<file path="config.mk">
export PLATFORM = sky130hd
export DESIGN_NAME = hrxf_rx_filter
export DESIGN_NICKNAME = d
export VERILOG_FILES = /design/src/rtl/hrxf_pkg.sv /design/src/rtl/hrxf_rx_filter.sv
export VERILOG_INCLUDE_DIRS = /design/src /design/src/rtl
export SDC_FILE = /design/constraint.sdc
export NUM_CORES = 2
export LEC_CHECK = 0
export ABC_AREA = 1
export BUFFER_PORTS_ARGS = -buffer_cell sky130_fd_sc_hd__buf_2
export CAP_MARGIN = 40
export CELL_PAD_IN_SITES_DETAIL_PLACEMENT = 0
export CELL_PAD_IN_SITES_GLOBAL_PLACEMENT = 1
export CORE_ASPECT_RATIO = 1.2
export CORE_MARGIN = 3
export CORE_UTILIZATION = 40
export DETAILED_ROUTE_END_ITERATION = 8
export PLACE_DENSITY_LB_ADDON = 0.08
export SYNTH_ARGS = -nofsm -noshare
export SYNTH_HDL_FRONTEND = slang
export SYNTH_SLANG_ARGS = --single-unit
</file>
<file path="constraint.sdc">
create_clock -name ref_clk -period 16.8 [get_ports ref_clk]
set_clock_uncertainty 0.2 [all_clocks]
set_input_delay 0.84 -clock ref_clk [delete_from_list [all_inputs] [get_ports ref_clk]]
set_output_delay 0.84 -clock ref_clk [all_outputs]
set_load 0.01 [all_outputs]
</file>
<file path="src/rtl/hrxf_regs.svh">
`ifndef HRXF_REGS_SVH
`define HRXF_REGS_SVH
// byte address = channel * 0x40 + word index * 4; channel 0 = D, 1/2 = B
`define HRXF_REG_FIFO 4'h0
`define HRXF_REG_MODE 4'h1
`define HRXF_REG_EXMODE 4'h2
`define HRXF_REG_CMD 4'h3
`define HRXF_REG_ISTAT 4'h4
`define HRXF_REG_COUNT 4'h5
`define HRXF_REG_MATCHH 4'h6
`define HRXF_REG_MATCHL 4'h7
// command bits
`define HRXF_CMD_RMC 0
`define HRXF_CMD_RECEIVER_RESET_CMD 1
// irq status bits
`define HRXF_IRQ_RPF 0
`define HRXF_IRQ_RME 1
`define HRXF_IRQ_RFO 2
// count word: overflow flag position
`define HRXF_OV_BIT 12
// data-overflow bit inside the status byte
`define HRXF_RDO_BIT 5
// message mode select codes
`define HRXF_MDS_NA1 3'h2
`define HRXF_MDS_NA2 3'h3
`define HRXF_MDS_XTP 3'h4
`define HRXF_MDS_TP2 3'h5
`define HRXF_MDS_TP0 3'h6
`define HRXF_MDS_TP1 3'h7
// address compare constants
`define HRXF_CR_MASK 8'hFD
`define HRXF_GRP_HIGH 8'hFC
`define HRXF_GRP_LOW 8'hFF
// reset values and block size bases
`define HRXF_MODE_RST 3'h6
`define HRXF_RX_BLOCK_SIZE_SEL_RST 2'h0
`define HRXF_BLK_D 7'h20
`define HRXF_BLK_B 7'h40
`endif

</file>
<file path="src/rtl/hrxf_pkg.sv">
`default_nettype none
package hrxf_pkg;
  typedef enum logic [3:0] {
    PH_IDLE = 4'h1,
    PH_ADDR2 = 4'h2,
    PH_STORE = 4'h4,
    PH_DROP = 4'h8
  } hrxf_phase_e;
  typedef struct packed {
    logic isEnd;
    logic ov;
    logic [11:0] cnt;
    logic [6:0] len;
  } hrxf_entry_s;
endpackage
`default_nettype wire

</file>
<file path="src/rtl/hrxf_rx_filter.sv">
// Our own choices: the register offsets and the APB register port.
`include "hrxf_regs.svh"
`default_nettype none
// Contract
// - D-channel: match two programmable SAPI, two TEI, group SAPI FE/FC, group TEI FF.
// - command/response bit of the received high byte is ignored when comparing.
// - B-channel: two programmable high, two low addresses, group FE/FC high, FF low.
// - modes 010/011: full address check, only bytes after the address are stored.
// - mode 110: no check, every byte after the opening flag is stored.
// - mode 111: first byte checked against high values, following bytes stored.
// - mode 101: second byte checked; D includes group FF, B programmable only.
// - mode 100: fully transparent, framing, CRC and stuffing disabled.
// - cyclic receive FIFO, 64 bytes for D, 128 for each B channel.
// - block size select: D 32/16/8/4, B 64/32/16/8; defaults 32 and 64.
// - pool-full raised when a full block is readable and the message continues.
// - message-end raised when a whole message or its final part is stored.
// - frame-overflow raised and frame discarded when FIFO is still occupied.
// - complete command frees the block and, at frame end, clears the count.
// - receiver reset empties FIFO and receiver; pending indications kept until read.
// - active block size is loaded on complete or receiver reset command.
// - 12-bit frame byte counter, overflow flag beyond 4095 bytes.
// - low count bits are bytes in last block; zero means a full block.
// - a status byte follows the last data byte of every accepted frame; the code does not store it while the block queue is full.
// - interrupts queue with count; next one raised as soon as host acknowledges.
// - bytes lost to a full FIFO set the data-overflow bit in the status byte.
// - over-reading repeats old data; unread data dropped on complete command.
module hrxf_rx_filter #(
  parameter int D_FIFO_DEPTH = 64,
  parameter int B_FIFO_DEPTH = 128,
  parameter int QUEUE_DEPTH = 4
) (
  // clock, reset, enable
  input wire logic ref_clk,
  input wire logic nrst,
  input wire logic ce,
  // apb slave
  input wire logic psel,
  input wire logic penable,
  input wire logic pwrite,
  input wire logic [7:0] paddr,
  input wire logic [31:0] pwdata,
  output logic [31:0] prdata,
  output logic pready,
  output logic pslverr,
  // received byte lanes from the deframers, lane 0 = D, 1 and 2 = B
  input wire logic [2:0] rxByteValid,
  input wire logic [23:0] rxByte,
  input wire logic [2:0] rxFrameEnd,
  input wire logic [23:0] rxStatus,
  // per-channel state
  output logic [2:0] transparentMode,
  output logic [2:0] rxIrqPending
);
  import hrxf_pkg::*;
  localparam int QW = $clog2(QUEUE_DEPTH);
  if (D_FIFO_DEPTH != 64 && D_FIFO_DEPTH != 128) begin : g_bad_d
    $error("D FIFO depth must be 64 or 128");
  end
  if (B_FIFO_DEPTH != 128) begin : g_bad_b
    $error("B FIFO depth must be 128");
  end
  if (QUEUE_DEPTH < 2 || QUEUE_DEPTH > 16 || (1 << QW) != QUEUE_DEPTH) begin : g_bad_q
    $error("queue depth must be a power of two from 2 to 16");
  end

  logic preadyQ;
  logic pslverrQ;
  logic [31:0] prdataQ;
  logic [31:0] chRd [3];

  wire logic accessWait = psel & penable & ~preadyQ;
  wire logic accessDone = psel & penable & preadyQ;
  wire logic [1:0] chSel = paddr[7:6];
  wire logic [3:0] regSel = paddr[5:2];
  wire logic unmapped = (chSel == 2'h3) | regSel[3];
  wire logic [31:0] rdMux = unmapped ? 32'h0 : chRd[chSel];

  // one wait state: decode settles before the answer is registered
  always_ff @(posedge ref_clk or negedge nrst) begin
    if (!nrst) begin
      preadyQ <= 1'b0;
      pslverrQ <= 1'b0;
      prdataQ <= 32'h0;
    end else if (ce) begin
      preadyQ <= accessWait;
      if (accessWait) begin
        prdataQ <= pwrite ? 32'h0 : rdMux;
        pslverrQ <= unmapped;
      end
    end
  end
  assign prdata = prdataQ;
  assign pready = preadyQ;
  assign pslverr = pslverrQ;
  for (genvar c = 0; c < 3; c++) begin : g_ch
    localparam int DEPTH = (c == 0) ? D_FIFO_DEPTH : B_FIFO_DEPTH;
    localparam logic [6:0] PMASK = 7'(DEPTH - 1);
    localparam logic [7:0] DEPTH8 = 8'(DEPTH);
    localparam logic [6:0] BBASE = (c == 0) ? `HRXF_BLK_D : `HRXF_BLK_B;

    logic [7:0] mem [128];
    hrxf_entry_s qMem [QUEUE_DEPTH];
    logic [2:0] modeQ;
    logic [1:0] rfbsQ;
    logic [6:0] bsizeQ;
    logic [15:0] matchHQ;
    logic [15:0] matchLQ;
    logic [2:0] istatQ;
    logic [2:0] istatD;
    logic [6:0] wpQ;
    logic [6:0] basePQ;
    logic [6:0] hpQ;
    logic [7:0] usedQ;
    logic [6:0] blkQ;
    logic [11:0] cntQ;
    logic ovQ;
    logic rdoQ;
    logic hiOkQ;
    logic hiOkD;
    logic shownQ;
    logic transpQ;
    logic irqQ;
    logic [QW-1:0] qWrQ;
    logic [QW-1:0] qRdQ;
    logic [QW:0] qCntQ;
    hrxf_phase_e phaseQ;
    hrxf_phase_e phaseD;
    logic storeByte;
    logic storeStat;
    logic rfoEv;
    logic rdoEv;

    wire logic rxV = rxByteValid[c];
    wire logic rxE = rxFrameEnd[c];
    wire logic [7:0] rxD = rxByte[c*8 +: 8];
    wire logic [7:0] rxS = rxStatus[c*8 +: 8];
    // register strobes act on the completing apb edge
    wire logic chHit = accessDone & (chSel == 2'(c)) & ~unmapped;
    wire logic wrMode = chHit & pwrite & (regSel == `HRXF_REG_MODE);
    wire logic wrExm = chHit & pwrite & (regSel == `HRXF_REG_EXMODE);
    wire logic wrCmd = chHit & pwrite & (regSel == `HRXF_REG_CMD);
    wire logic wrMatchH = chHit & pwrite & (regSel == `HRXF_REG_MATCHH);
    wire logic wrMatchL = chHit & pwrite & (regSel == `HRXF_REG_MATCHL);
    wire logic rdFifo = chHit & ~pwrite & (regSel == `HRXF_REG_FIFO);
    wire logic rdIstat = chHit & ~pwrite & (regSel == `HRXF_REG_ISTAT);
    wire logic rx_message_complete_cmd = wrCmd & pwdata[`HRXF_CMD_RMC];
    wire logic receiver_reset_cmd = wrCmd & pwdata[`HRXF_CMD_RECEIVER_RESET_CMD];
    // address compare, c/r bit masked off the high byte
    wire logic [7:0] rxHi = rxD & `HRXF_CR_MASK;
    wire logic hiMatch = (rxHi == (matchHQ[7:0] & `HRXF_CR_MASK))
                       | (rxHi == (matchHQ[15:8] & `HRXF_CR_MASK))
                       | (rxHi == `HRXF_GRP_HIGH);
    wire logic loProg = (rxD == matchLQ[7:0]) | (rxD == matchLQ[15:8]);
    wire logic loFull = loProg | (rxD == `HRXF_GRP_LOW);
    wire logic loTp2 = loProg | ((c == 0) & (rxD == `HRXF_GRP_LOW));
    // space and queue state
    wire logic [7:0] freeBytes = DEPTH8 - usedQ;
    wire logic qFull = qCntQ == (QW + 1)'(QUEUE_DEPTH);
    wire logic qAny = qCntQ != '0;
    wire logic room = (freeBytes > 8'h1) & ~qFull; // one slot kept for the status byte
    wire hrxf_entry_s head = qMem[qRdQ];
    wire logic pop = rx_message_complete_cmd & qAny;
    wire logic [6:0] headEnd = (basePQ + head.len) & PMASK;
    wire logic [6:0] readLimit = qAny ? headEnd : wpQ;
    wire logic [6:0] hpNext = (hpQ + 7'h1) & PMASK;
    wire logic hpAdv = rdFifo & (hpQ != readLimit) & (hpNext != readLimit);
    wire logic [6:0] blkInc = blkQ + 7'h1;
    wire logic [11:0] cntInc = cntQ + 12'h1;
    wire logic ovNext = ovQ | (cntQ == 12'hFFF);
    wire logic rpfEv = storeByte & (blkInc == bsizeQ);
    wire logic push = rpfEv | storeStat;
    wire logic wrEn = storeByte | storeStat;
    wire logic [7:0] statByte = rxS | (8'(rdoQ) << `HRXF_RDO_BIT);
    wire logic [7:0] wrData = storeStat ? statByte : rxD;
    wire hrxf_entry_s entry = storeStat ? {1'b1, ovNext, cntInc, blkInc}
                                        : {1'b0, ovNext, cntInc, bsizeQ};
    wire logic [6:0] bsizeSel = BBASE >> rfbsQ;
    wire logic [7:0] usedNext = usedQ + 8'(wrEn) - (pop ? {1'b0, head.len} : 8'h0);
    wire logic raiseHead = qAny & ~shownQ;
    wire logic [2:0] istatSet = {rfoEv, raiseHead & head.isEnd, raiseHead & ~head.isEnd};
    wire logic [12:0] countWord = qAny ? {head.ov, head.cnt} : 13'h0;

    // set wins over the read clear
    assign istatD = (rdIstat ? 3'h0 : istatQ) | istatSet;

    assign chRd[c] =
        (regSel == `HRXF_REG_FIFO) ? {24'h0, mem[hpQ]} :
        (regSel == `HRXF_REG_MODE) ? {29'h0, modeQ} :
        (regSel == `HRXF_REG_EXMODE) ? {30'h0, rfbsQ} :
        (regSel == `HRXF_REG_ISTAT) ? {29'h0, istatQ} :
        (regSel == `HRXF_REG_COUNT) ? {19'h0, countWord} :
        (regSel == `HRXF_REG_MATCHH) ? {16'h0, matchHQ} :
        (regSel == `HRXF_REG_MATCHL) ? {16'h0, matchLQ} : 32'h0;

    always_comb begin
      phaseD = phaseQ;
      hiOkD = hiOkQ;
      storeByte = 1'b0;
      storeStat = 1'b0;
      rfoEv = 1'b0;
      rdoEv = 1'b0;
      if (rxE && modeQ != `HRXF_MDS_XTP) begin
        storeStat = (phaseQ == PH_STORE) & (freeBytes != 8'h0) & ~qFull;
        phaseD = PH_IDLE;
      end else if (rxV) begin
        unique case (phaseQ)
          PH_IDLE: begin
            if (modeQ == `HRXF_MDS_XTP) begin
              storeByte = room;
              rdoEv = ~room;
            end else if (freeBytes < 8'h2) begin
              phaseD = PH_DROP;
              rfoEv = 1'b1;
            end else begin
              case (modeQ)
                `HRXF_MDS_TP0: begin
                  storeByte = room;
                  phaseD = PH_STORE;
                end
                `HRXF_MDS_NA1, `HRXF_MDS_TP1: phaseD = hiMatch ? PH_STORE : PH_DROP;
                `HRXF_MDS_NA2: begin
                  hiOkD = hiMatch;
                  phaseD = PH_ADDR2;
                end
                `HRXF_MDS_TP2: phaseD = PH_ADDR2;
                default: phaseD = PH_DROP;
              endcase
            end
          end
          PH_ADDR2: begin
            if (modeQ == `HRXF_MDS_NA2) begin
              phaseD = (hiOkQ & loFull) ? PH_STORE : PH_DROP;
            end else begin
              phaseD = loTp2 ? PH_STORE : PH_DROP;
            end
          end
          PH_STORE: begin
            storeByte = room;
            rdoEv = ~room;
          end
          PH_DROP: phaseD = PH_DROP;
        endcase
      end
    end

    // storage arrays carry no reset; pointers decide what is valid
    always_ff @(posedge ref_clk) begin
      if (ce && wrEn) begin
        mem[wpQ] <= wrData;
      end
      if (ce && push && !receiver_reset_cmd) begin
        qMem[qWrQ] <= entry;
      end
    end

    always_ff @(posedge ref_clk or negedge nrst) begin
      if (!nrst) begin
        modeQ <= `HRXF_MODE_RST;
        rfbsQ <= `HRXF_RX_BLOCK_SIZE_SEL_RST;
        matchHQ <= 16'h0;
        matchLQ <= 16'h0;
        istatQ <= 3'h0;
        irqQ <= 1'b0;
        transpQ <= 1'b0;
      end else if (ce) begin
        if (wrMode) begin
          modeQ <= pwdata[2:0];
        end
        if (wrExm) begin
          rfbsQ <= pwdata[1:0];
        end
        if (wrMatchH) begin
          matchHQ <= pwdata[15:0];
        end
        if (wrMatchL) begin
          matchLQ <= pwdata[15:0];
        end
        istatQ <= istatD;
        irqQ <= |istatD;
        transpQ <= modeQ == `HRXF_MDS_XTP;
      end
    end

    always_ff @(posedge ref_clk or negedge nrst) begin
      if (!nrst) begin
        bsizeQ <= BBASE;
        wpQ <= 7'h0;
        basePQ <= 7'h0;
        hpQ <= 7'h0;
        usedQ <= 8'h0;
        blkQ <= 7'h0;
        cntQ <= 12'h0;
        ovQ <= 1'b0;
        rdoQ <= 1'b0;
        hiOkQ <= 1'b0;
        shownQ <= 1'b0;
        qWrQ <= '0;
        qRdQ <= '0;
        qCntQ <= '0;
        phaseQ <= PH_IDLE;
      end else if (ce) begin
        if (rx_message_complete_cmd || receiver_reset_cmd) begin
          bsizeQ <= bsizeSel;
        end
        if (receiver_reset_cmd) begin
          wpQ <= 7'h0;
          basePQ <= 7'h0;
          hpQ <= 7'h0;
          usedQ <= 8'h0;
          blkQ <= 7'h0;
          cntQ <= 12'h0;
          ovQ <= 1'b0;
          rdoQ <= 1'b0;
          hiOkQ <= 1'b0;
          shownQ <= 1'b0;
          qWrQ <= '0;
          qRdQ <= '0;
          qCntQ <= '0;
          phaseQ <= PH_IDLE;
        end else begin
          phaseQ <= phaseD;
          hiOkQ <= hiOkD;
          usedQ <= usedNext;
          if (wrEn) begin
            wpQ <= (wpQ + 7'h1) & PMASK;
          end
          if (pop) begin
            basePQ <= headEnd;
            hpQ <= headEnd;
          end else if (hpAdv) begin
            hpQ <= (hpQ + 7'h1) & PMASK;
          end
          if (push) begin
            qWrQ <= qWrQ + QW'(1);
          end
          if (pop) begin
            qRdQ <= qRdQ + QW'(1);
          end
          qCntQ <= qCntQ + (QW + 1)'(push) - (QW + 1)'(pop);
          shownQ <= pop ? 1'b0 : qAny;
          if (storeStat || rpfEv) begin
            blkQ <= 7'h0;
          end else if (storeByte) begin
            blkQ <= blkInc;
          end
          if (storeStat) begin
            cntQ <= 12'h0;
            ovQ <= 1'b0;
          end else if (storeByte) begin
            cntQ <= cntInc;
            ovQ <= ovNext;
          end
          if (rxE) begin
            rdoQ <= 1'b0;
          end else if (rdoEv) begin
            rdoQ <= 1'b1;
          end
        end
      end
    end

    assign transparentMode[c] = transpQ;
    assign rxIrqPending[c] = irqQ;
  end
endmodule
`default_nettype wire

</file>
==> metrics.txt <==
outcome=complete, no violations; worst setup margin=11.27 ns; Cell Area, Synth=0.1363 sq mm; Synth Instances=12.55k; Vias=92.60k; RD Place Congestion=0.8421; Die X=539.0 microns; Period minus WS final=5.532 ns; gr ovfl total=0; postcts setup bufs=0; Core Region=0.3390 sq mm; CTS Hold Bufs=1; Finished Layout Cells=17.21k; DRC=0; Avg Inst Size Synth=10.87 sq um; initial antenna violation count=18; Final Max Tran Viols=0; CP endpoint=prdata[5]$_DFFE_PN0P_; vias in the first global route=89.98k; worst slack, placed=11.06 ns; setup_tns=0 ns; Slew @ Worst Pin=1.107 ns; DRT Pass-1 Iters=6; Seq/Total Area, Yosys=68.22%; Clock Sinks=3,154; Final ANT Viol Nets=0; first-pass GRT wire length=610,500 microns; nets=12.67k; post-CTS sizing=0; Setup Viol. Count Final=0; die area=0.3479 sq mm; Routed WL per cell=24.25 microns; Routed WL=417,400 microns; CP Cell Sequence=inv_8 -> buf_12 -> buf_4 -> buf_4 -> buf_16 -> nand2_1 -> nand3_1 -> nand3_1 -> nand3_1 -> nand3_1 -> nand3_1 -> nand3_1 -> nand2_1 -> nand2_1 -> nand2_1 -> nand3_1 -> nand2_1; First DRT Iteration DRCs=6,896; root buffer cell=clkbuf_16; Main synth FF type=edfxtp_1; Crit. End Element=flop; critical path type=reg2reg; #FFs+latches synth=3,154; ratio of cells with drive above 1 in the final layout=7.481%; final core occ=44.96%; Slew headroom=26.23%; fill count=31.51k; hold path startpoint=pwdata[14]; Starting Density=40.22%; Max-Cap Viols=0; TritonCTS clock tree=built; crit-path max FO=177; pwr/cell area=111.1 mW/mm^2; reg2reg setup slack=11.27 ns; Avg Vias per Cell=5.380; CTS Buffer Depth=4; Ys Warns=0; Die H=645.6 microns; IO Count=140; commonest non-fill, non-tap cell in the layout=nand2_1; FMAX=0.1808 GHz; Post-synth EDFFs=2,812; Worst R2R Path Depth=17; Hold Fails Final Rpt=0; reg2reg end=prdata[5]$_DFFE_PN0P_; CP dominant cell by count=nand3_1; # rows=234; Reg clk slew, reported paths=0.06 ns; critical path arrival=6.15 ns; RSZ-0062 raised after global routing=no; critical path required time=17.42 ns; crit path from=g_ch[1].hpQ[0]$_DFFE_PN0P_; most frequent cells in the layout=nand2_1 (3,514), edfxtp_1 (2,812), nand3_1 (2,528); post-synthesis async set-or-reset flop share=10.84%; HPWL after DPL=260,000 microns; GRT Total Usage=23.37%; Synth cell types=63; largest net degree at the start of global routing=197; clock buffer count from CTS=336; H-Tree Depth=5; reg2reg start=g_ch[1].hpQ[0]$_DFFE_PN0P_; VDD IR max=0.00009599 V; Area Overhead vs Synth=11.80%; Lkg Pwr=55.39 nW; Critical Path Source Type=flop; slowest CP cell=buf_4; Final period util=32.93%; I/O Buffers=105; Clk Latency, worst-skew pair=0.93 ns; Inst Count DP=16.60k; Crit path largest cell delay=0.73 ns; worst hold path class=in2reg
## Yosys cell counts, drive strengths merged (5+ instances only)
library cell | instances | area share (%)
a221oi | 9 | 0.058
nand3b | 14 | 0.077
clkbuf | 397 | 1.1
nand2 | 3547 | 9.9
o21ai | 495 | 1.8
o2111ai | 12 | 0.077
a32o | 9 | 0.066
a221o | 20 | 0.15
mux2i | 8 | 0.059
nor2 | 785 | 2.2
ha | 98 | 0.90
nor4 | 6 | 0.050
a21oi | 161 | 0.60
o221ai | 13 | 0.084
o22ai | 63 | 0.29
fa | 9 | 0.13
inv | 429 | 1.2
dfrtp | 330 | 6.1
o211ai | 27 | 0.15
edfxtp | 2812 | 62
xor2 | 113 | 0.73
nor3 | 46 | 0.19
xnor2 | 60 | 0.39
dfstp | 12 | 0.23
clkinv | 15 | 0.042
o31ai | 5 | 0.028
nand3 | 2546 | 9.4
buf | 355 | 1.3
nand4 | 117 | 0.61
## power breakdown
group | internal [mW] | switching (mW)
Sequential | 8.60 | 0.0633
Clock | 4.18 | 3.10
Combinational | 0.291 | 0.707
Total | 13.1 | 3.87
## metal layers
| metal | vias to the layer above | wire length [microns] | global-route usage [%] |
|---|---|---|---|
| li1 | 43656 | - | - |
| met3 | 655 | 19060 | 2.706 |
| met5 | - | 87 | 0 |
| met2 | 2364 | 208600 | 40.61 |
| met1 | 45914 | 171400 | 29.82 |
| met4 | 14 | 18160 | 9.228 |
## kinds of logic (layout without fill, tap and decap cells)
family | after synthesis | in the layout | synth area share (%)
and+or+nand+nor | 7070 | 7070 | 22.49
DFF | 3154 | 3154 | 68.22
buffers and inverters | 1196 | 1360 | 3.645
AOI/OAI and AO/OA | 837 | 837 | 3.447
xor gates and xnor gates | 173 | 173 | 1.111
adders and majority gates | 107 | 107 | 1.031
muxes | 8 | 8 | 0.05873
other | 1 | 20 | 0.002750
## area by class of cell
type                    count  area [sq um]  share of cell area [%]
well taps                4484          5610                   3.681
clock buffers             420          8985                   5.894
clock inverters           183          1664                   1.092
diodes                      4         10.01                0.006567
multi-input cells        8211         38700                   25.39
flip-flops and latches   3154         93050                   61.04
inverters                 444          1717                   1.126
repair buffers            313          2703                   1.773
## worst min path at each step
stage,end,cells after the start
after global routing,g_ch[1].rdoQ$_DFFE_PN0P_,4
after CTS,g_ch[1].rdoQ$_DFFE_PN0P_,4
after floorplan,g_ch[1].ovQ$_DFFE_PN0P_,2
after detailed placement,g_ch[1].ovQ$_DFFE_PN0P_,2
final,g_ch[1].matchLQ[14]$_DFFE_PN0P_,3
after global placement,g_ch[1].ovQ$_DFFE_PN0P_,2
## critical path, delay by kind of cell, from the launching register on
kind / cells / cell delay (ns)
AND/OR/NAND/NOR: 12 / 1.78
flip-flops: 1 / 0.51
buffers and inverters: 5 / 2.42
## through the flow
stage	cell area [sq um]	hold slack, ns	power, mW
finish	152400	0.1199	16.94
global route	152400	0.08616	17.53
CTS	152400	0.04057	17.12
detailed placement	141700	0.2608	9.831
global placement	140800	0.2608	9.807
floorplan	136400	0.2419	9.462
## sequential cells by signal (all words and copies together) (netlist names), 6 cells and up
signal	count
g_ch.qCntQ	9
g_ch.matchLQ	48
g_ch.modeQ	9
g_ch.wpQ	20
g_ch.blkQ	21
g_ch.rfbsQ	6
g_ch.matchHQ	48
g_ch.mem	2560
g_ch.istatQ	9
g_ch.usedQ	24
g_ch.basePQ	20
g_ch.phaseQ	12
g_ch.hpQ	20
g_ch.qWrQ	6
prdata	16
g_ch.qMem	252
g_ch.qRdQ	6
g_ch.cntQ	36
g_ch.bsizeQ	12
No activity file was read; power rests on OpenSTA's default activity.
